==> src/rtl/sarcc_params.svh <==
`ifndef SARCC_PARAMS_SVH
`define SARCC_PARAMS_SVH

// resolution and code points of the straight-binary output
`define SARCC_BITS        16
`define SARCC_CODE_ZERO   16'h0000
`define SARCC_CODE_MID    16'h8000
`define SARCC_CODE_FULL   16'hFFFF

// clock period and least time of one bit decision, in ns
`define SARCC_CLK_NS      4
`define SARCC_TBIT_NS     16
`define SARCC_TBIT_CYC    ((`SARCC_TBIT_NS + `SARCC_CLK_NS - 1) / `SARCC_CLK_NS)

// reset values
`define SARCC_SPAN_RST    1'b0
`define SARCC_FLAG_N_RST  1'b1

`endif

==> src/rtl/sarcc_pkg.sv <==
`default_nettype none

package sarcc_pkg;

   typedef enum logic [1:0] {
      SARCC_ACQUIRE = 2'b00,
      SARCC_SAMPLE  = 2'b01,
      SARCC_RESOLVE = 2'b10,
      SARCC_FINISH  = 2'b11
   } sarcc_state_t;

   typedef struct packed {
      logic        valid;
      logic [15:0] code;
   } sarcc_result_t;

   typedef struct packed {
      logic convert_start;
      logic comparator;
      logic above_range;
      logic below_range;
      logic clamp_active;
   } sarcc_pins_t;

endpackage

`default_nettype wire

==> src/rtl/sarcc_core.sv <==
// Behaviour
// - host raises convert start after acquisition; rising edge starts conversion, ends acquisition.
// - convert the input held at end of acquisition, not the live input.
// - sixteen binary-weighted successive-approximation steps, MSB first down to LSB.
// - at end of bit decisions form output code and clear busy state.
// - conversion paced by internal conversion clock, no serial clock needed.
// - straight binary codes: 0x0000 bottom, 0x8000 midscale, 0xFFFF top.
// - input above reference (0.9 reference when compressed) gives all-ones code.
// - input below zero (0.1 reference when compressed) gives all-zeros code.
// - span compression maps all codes onto 10% to 90% of reference.
// - overvoltage flag set while input clamp conducts.
// - overvoltage flag is active low; zero means overvoltage occurred.
// - flag is sticky, read-only, cleared only by read with condition gone.
// - span compression off after reset until host writes the bit.
`timescale 1ns/1ps
`default_nettype none
`include "sarcc_params.svh"

module sarcc_core #(
   parameter int           BITS     = `SARCC_BITS,
   parameter logic [7:0]   TBIT_CYC = 8'(`SARCC_TBIT_CYC)
) (
   // clock and reset
   input  wire logic                    clock_i,
   input  wire logic                    rst_n_i,
   // pins and analog decisions, asynchronous to clock_i
   input  wire sarcc_pkg::sarcc_pins_t  pins_i,
   // configuration write and flag read, same clock
   input  wire logic                    span_write_i,
   input  wire logic                    span_value_i,
   input  wire logic                    flag_read_i,
   // analog control
   output logic                         hold_o,
   output logic [BITS-1:0]              dac_code_o,
   output logic                         span_comp_o,
   // conversion status and result
   output logic                         busy_o,
   output sarcc_pkg::sarcc_result_t     result_o,
   output logic                         overvoltage_flag_n_o
);

   localparam int BIDX_W = $clog2(BITS);

   // two-stage synchronisers, one per pin
   sarcc_pkg::sarcc_pins_t pins_s1_reg;
   sarcc_pkg::sarcc_pins_t pins_s2_reg;
   logic                   start_prev_reg;

   always_ff @(posedge clock_i or negedge rst_n_i) begin
      if (!rst_n_i) begin
         pins_s1_reg <= '0;
         pins_s2_reg <= '0;
      end else begin
         pins_s1_reg <= pins_i;
         pins_s2_reg <= pins_s1_reg;
      end
   end

   always_ff @(posedge clock_i or negedge rst_n_i) begin
      if (!rst_n_i) begin
         start_prev_reg <= 1'b0;
      end else begin
         start_prev_reg <= pins_s2_reg.convert_start;
      end
   end

   logic start_edge;
   assign start_edge = pins_s2_reg.convert_start & ~start_prev_reg;

   // state
   sarcc_pkg::sarcc_state_t state_reg;
   sarcc_pkg::sarcc_state_t state_next;
   logic [7:0]              div_reg;
   logic                    tick;
   logic [BITS-1:0]         trial_reg;
   logic [BIDX_W-1:0]       bidx_reg;
   logic                    over_reg;
   logic                    under_reg;
   logic                    span_reg;
   logic                    span_conv_reg;
   sarcc_pkg::sarcc_result_t result_reg;
   logic                    flag_n_reg;

   // conversion clock: one tick per bit time, aligned to the start
   assign tick = (div_reg == TBIT_CYC - 8'h01);

   always_ff @(posedge clock_i or negedge rst_n_i) begin
      if (!rst_n_i) begin
         div_reg <= 8'h00;
      end else if (state_reg == sarcc_pkg::SARCC_ACQUIRE || tick) begin
         div_reg <= 8'h00;
      end else begin
         div_reg <= div_reg + 8'h01;
      end
   end

   always_comb begin
      state_next = state_reg;
      unique case (state_reg)
         sarcc_pkg::SARCC_ACQUIRE: begin
            if (start_edge) begin
               state_next = sarcc_pkg::SARCC_SAMPLE;
            end
         end
         sarcc_pkg::SARCC_SAMPLE: begin
            if (tick) begin
               state_next = sarcc_pkg::SARCC_RESOLVE;
            end
         end
         sarcc_pkg::SARCC_RESOLVE: begin
            if (tick && bidx_reg == '0) begin
               state_next = sarcc_pkg::SARCC_FINISH;
            end
         end
         sarcc_pkg::SARCC_FINISH: begin
            state_next = sarcc_pkg::SARCC_ACQUIRE;
         end
      endcase
   end

   always_ff @(posedge clock_i or negedge rst_n_i) begin
      if (!rst_n_i) begin
         state_reg <= sarcc_pkg::SARCC_ACQUIRE;
      end else begin
         state_reg <= state_next;
      end
   end

   // successive approximation, MSB trial first
   always_ff @(posedge clock_i or negedge rst_n_i) begin
      if (!rst_n_i) begin
         trial_reg <= '0;
         bidx_reg  <= '0;
      end else if (state_reg == sarcc_pkg::SARCC_ACQUIRE && start_edge) begin
         trial_reg <= `SARCC_CODE_MID;
         bidx_reg  <= BIDX_W'(BITS - 1);
      end else if (state_reg == sarcc_pkg::SARCC_RESOLVE && tick) begin
         if (!pins_s2_reg.comparator) begin
            trial_reg[bidx_reg] <= 1'b0;
         end
         if (bidx_reg != '0) begin
            trial_reg[bidx_reg - BIDX_W'(1)] <= 1'b1;
            bidx_reg                         <= bidx_reg - BIDX_W'(1);
         end
      end
   end

   // range flags caught once the sample is held
   always_ff @(posedge clock_i or negedge rst_n_i) begin
      if (!rst_n_i) begin
         over_reg  <= 1'b0;
         under_reg <= 1'b0;
      end else if (state_reg == sarcc_pkg::SARCC_SAMPLE && tick) begin
         over_reg  <= pins_s2_reg.above_range;
         under_reg <= pins_s2_reg.below_range;
      end
   end

   // span compression bit and its copy frozen for one conversion
   always_ff @(posedge clock_i or negedge rst_n_i) begin
      if (!rst_n_i) begin
         span_reg <= `SARCC_SPAN_RST;
      end else if (span_write_i) begin
         span_reg <= span_value_i;
      end
   end

   always_ff @(posedge clock_i or negedge rst_n_i) begin
      if (!rst_n_i) begin
         span_conv_reg <= `SARCC_SPAN_RST;
      end else if (state_reg == sarcc_pkg::SARCC_ACQUIRE) begin
         span_conv_reg <= span_reg;
      end
   end

   // result formed at finish; code otherwise held, valid high for that one cycle only
   always_ff @(posedge clock_i or negedge rst_n_i) begin
      if (!rst_n_i) begin
         result_reg <= '0;
      end else if (state_reg == sarcc_pkg::SARCC_FINISH) begin
         result_reg.valid <= 1'b1;
         if (over_reg) begin
            result_reg.code <= `SARCC_CODE_FULL;
         end else if (under_reg) begin
            result_reg.code <= `SARCC_CODE_ZERO;
         end else begin
            result_reg.code <= trial_reg;
         end
      end else begin
         result_reg.valid <= 1'b0;
      end
   end

   // sticky active-low clamp flag; a new clamp wins over a clearing read
   always_ff @(posedge clock_i or negedge rst_n_i) begin
      if (!rst_n_i) begin
         flag_n_reg <= `SARCC_FLAG_N_RST;
      end else if (pins_s2_reg.clamp_active) begin
         flag_n_reg <= 1'b0;
      end else if (flag_read_i) begin
         flag_n_reg <= 1'b1;
      end
   end

   assign hold_o               = (state_reg != sarcc_pkg::SARCC_ACQUIRE);
   assign busy_o               = (state_reg != sarcc_pkg::SARCC_ACQUIRE);
   assign dac_code_o           = trial_reg;
   assign span_comp_o          = span_conv_reg;
   assign result_o             = result_reg;
   assign overvoltage_flag_n_o = flag_n_reg;

   // checking helpers
   localparam int BUSY_MAX = 200;
   logic [4:0] steps_reg;
   logic [7:0] busy_cnt_reg;

   always_ff @(posedge clock_i or negedge rst_n_i) begin
      if (!rst_n_i) begin
         steps_reg <= 5'h00;
      end else if (state_reg == sarcc_pkg::SARCC_SAMPLE) begin
         steps_reg <= 5'h00;
      end else if (state_reg == sarcc_pkg::SARCC_RESOLVE && tick) begin
         steps_reg <= steps_reg + 5'h01;
      end
   end

   always_ff @(posedge clock_i or negedge rst_n_i) begin
      if (!rst_n_i) begin
         busy_cnt_reg <= 8'h00;
      end else if (!busy_o) begin
         busy_cnt_reg <= 8'h00;
      end else if (busy_cnt_reg != 8'hFF) begin
         busy_cnt_reg <= busy_cnt_reg + 8'h01;
      end
   end
endmodule

`default_nettype wire

==> config.mk <==
export PLATFORM = sky130hd
export DESIGN_NAME = sarcc_core
export DESIGN_NICKNAME = d
export VERILOG_FILES = /design/src/rtl/sarcc_pkg.sv /design/src/rtl/sarcc_core.sv
export VERILOG_INCLUDE_DIRS = /design/src /design/src/rtl
export SDC_FILE = /design/constraint.sdc
export NUM_CORES = 1
export LEC_CHECK = 0
export BUFFER_PORTS_ARGS = -buffer_cell sky130_fd_sc_hd__buf_2
export CORE_MARGIN = 10
export CORE_UTILIZATION = 40
export CTS_BUF_LIST = sky130_fd_sc_hd__clkbuf_4 sky130_fd_sc_hd__clkbuf_8
export CTS_CLUSTER_DIAMETER = 60
export DETAILED_ROUTE_END_ITERATION = 8
export GPL_TIMING_DRIVEN = 0
export PLACE_DENSITY = 0.65
export SYNTH_ARGS = -nofsm -noshare
export SYNTH_HDL_FRONTEND = slang
export SYNTH_SLANG_ARGS = --single-unit
==> constraint.sdc <==
create_clock -name clock_i -period 2.15 [get_ports clock_i]
set_clock_uncertainty 0.2 [all_clocks]
set_input_delay 0.1075 -clock clock_i [delete_from_list [all_inputs] [get_ports clock_i]]
set_output_delay 0.1075 -clock clock_i [all_outputs]
set_load 0.005 [all_outputs]
==> impl_metrics.ini <==
[run_status]
status = finished clean

[route]
postRouteAntennaNets = 0
drt_wl_total_um = 6230
drcViolationCount = 0
avgRoutedWirePerCell_um = 14.7
vias = 2133
first_iter_violations = 115
drt_pass1_iterations = 4
routed_via_density = 5.02

[worst_setup_path]
crit_family = flip-flops
worst_r2r_path_depth = 6
cp.buffers_inverters = 1
crit_fanout = 4
r2r_setup_slack_ns = 0.12
reg2reg_to = state_reg[1]
r2r-start = state_reg[0]
cp-end-kind = flip-flop
required_ns = 2.16
crit_chain = inv_1 -> ha_1 -> nor4b_1 -> a21oi_1 -> a22oi_1 -> mux2_1
crit_arrival_ns = 2.04
max_stage_delay_ns = 0.40
start_kind = flip-flop
cpMaxStageDelayCell = dfrtp_1
criticalPathCategory = flip-flop to flip-flop

[timing]
rsz0062_at_grt = yes
timing.final.crit_share = 0.944
setup_viol = 0
hold_viol = 0
fmax_ghz = 0.493
slew_headroom = 0.489
final-max-slew-violation-count = 0
setup_slack_ns = 0.120
worst_slew_pin_slew_ns = 0.766
min_period_ns = 2.03

[floorplanning]
dieArea_mm2 = 0.0108
io_pins = 47
core_area_mm2 = 0.00679
num_rows = 30
die_width_um = 104
die_y_um = 104
initial_core_util = 0.413

[layout]
num_antenna_cells = 0
area_growth_pct = 23.8
mostFrequentLayoutCell = dfrtp_1
n_fill_cell = 629
final_cell_mix = dfrtp_1 (62), buf_2 (48), a21oi_1 (37), nor2_1 (36), o211ai_1 (14)
largest_reg_flops = 17
nNetsFinal = 344
drive_gt1_frac = 0.267

[pwr]
pwr_density_cell_mw_per_mm2 = 1220
power.total_uw = 4230
ir_drop_uv = 851
leakage_uw = 0.00157

[worst_hold_path]
hp-class = flip-flop to flip-flop
hold_path_end = pins_s2_reg[3]
whs_path_depth = 0
holdCritStartpoint = pins_s1_reg[3]

[synthesis]
ys_types = 42
synth_top_family_by_area = simple AND/OR/NAND/NOR gates
synth-seq-cells = 63
synth_flop_cell = dfrtp_1
synth_edf_count = 0
yosysWarnings = 0
synth_xor_area_frac = 0.0219
synth_compound_area_frac = 0.150
yosys.area_share.simple = 0.155
syn_avg_cell_area_um2 = 10.8
syn_inst = 259
synthMuxAreaShare = 0.0308
synth_fa_ha_area_frac = 0.0402
syn_area_mm2 = 0.00280
yosysSeqAreaShare = 0.563
synthArstFlopShare = 1.00
synth_nets = 278

[place]
pre_cts_slack_ns = -0.0242
io_buffers = 46
place_congestion = 0.805
hpwl_um = 4420

[cts]
clock_latency_ns = 0.33
cts_sinks = 63
cts_root_buf = clkbuf_8
cts_tree = yes
cts_setup_buffers = 0
cts_buffers = 9
clockBufferDepth = 2
clk_pin_slew_worst_paths_ns = 0.07
ctsHtreeMaxLevel = 3

[grt]
grt_util_met1 = 0.145
grt_use_met2 = 0.178
grt_max_degree = 64
grt.total_usage = 0.117
antenna_found_initial = 0
grt_busiest_layer = met2
grtUsageMet3 = 0.0465
grt_pass1_wl_um = 10600
grt_pass1_vias = 2219
grt_overflow_total = 0

[job]
maxCapViolations = 0
-- per-stage QoR --
step / TNS [ns] / utilization / area [µm²] / hold WS (ns) / std cells
after floorplan: 0 / - / 2800 / -0.388 / 259
after global placement: 0 / 0.464 / 3150 / 0.0157 / 401
after detailed placement: -0.0401 / 0.464 / 3150 / 0.0169 / 401
after CTS: 0 / 0.509 / 3460 / 0.150 / 425
after global routing: -0.0857 / 0.511 / 3470 / 0.149 / 425
final: 0 / 0.511 / 3470 / 0.148 / 425
-- metal layers --
layer  up-vias  part of all wire
met4         0             0.013
met2        58              0.46
met1      1017              0.47
met5         -                 0
li1       1046                 -
met3        12             0.065
-- cells by family (layout without fill, tap and decap cells) --
logic type                 count (synthesis)  after routing
and+or+nand+nor                           76             76
AOI/OAI and AO/OA                         73             73
DFF                                       63             63
buffers and inverters                     23             93
adders and majority gates                  9              9
muxes                                      8              8
xor gates and xnor gates                   7              7
-- cell usage after synthesis, types with 2 or more instances --
cell type,number,area (µm²)
mux2i_1,3,30.0
buf_6,2,22.5
o21ai_0,4,20.0
nor3_2,2,20.0
nand2_1,9,33.8
ha_1,9,113
buf_2,4,20.0
xor2_1,2,17.5
mux2_2,4,45.0
nand3_1,3,15.0
nand4_2,3,37.5
a21oi_1,37,185
nor2_1,36,135
inv_1,6,22.5
o21ai_1,12,60.1
and3_1,2,12.5
dfrtp_1,62,1550
nand2b_1,3,18.8
nand4_1,3,18.8
o211ai_1,14,105
or2_2,2,12.5
xnor2_1,5,43.8
nand4b_1,5,43.8
clkbuf_1,9,33.8
-- worst max path at each step --
stage | cells past startpoint | from | slack [ns] | endpoint
floorplan | 8 | state_reg[0] | 0.27 | dac_code_o[12]
global placement | 8 | state_reg[0] | 0.02 | dac_code_o[3]
detailed placement | 8 | state_reg[0] | -0.02 | dac_code_o[3]
CTS | 8 | state_reg[0] | 0.07 | dac_code_o[12]
global route | 6 | state_reg[0] | -0.08 | state_reg[1]
finish | 6 | state_reg[0] | 0.12 | state_reg[1]
-- report_power, final --
group	total [µW]	leakage (µW)	internal (µW)	switching, µW
Combinational	1460	0.000695	621	840
Clock	1080	0.000108	656	427
Sequential	1690	0.000770	1500	184
Total	4230	0.00157	2780	1450
-- what timing repair did --
action | 4_1_cts | 5_1_grt
hold endpoints to repair | 69 | 0
hold buffers | 9 | 0
gates resized for setup | 1 | 6
endpoints found under the setup margin | 3 | 16
cloned | 0 | 0
-- area by class of cell --
type	instances	area, µm²	area share
Buffer	16	90.1	0.0260
Sequential cell	63	1580	0.455
Timing Repair Buffer	55	323	0.0930
Multi-Input combinational cell	173	1120	0.322
Tap cell	96	120	0.0346
Inverter	7	26.3	0.00757
Clock buffer	13	179	0.0516
Clock inverter	2	37.5	0.0108
(Power assumes the default switching activity.)
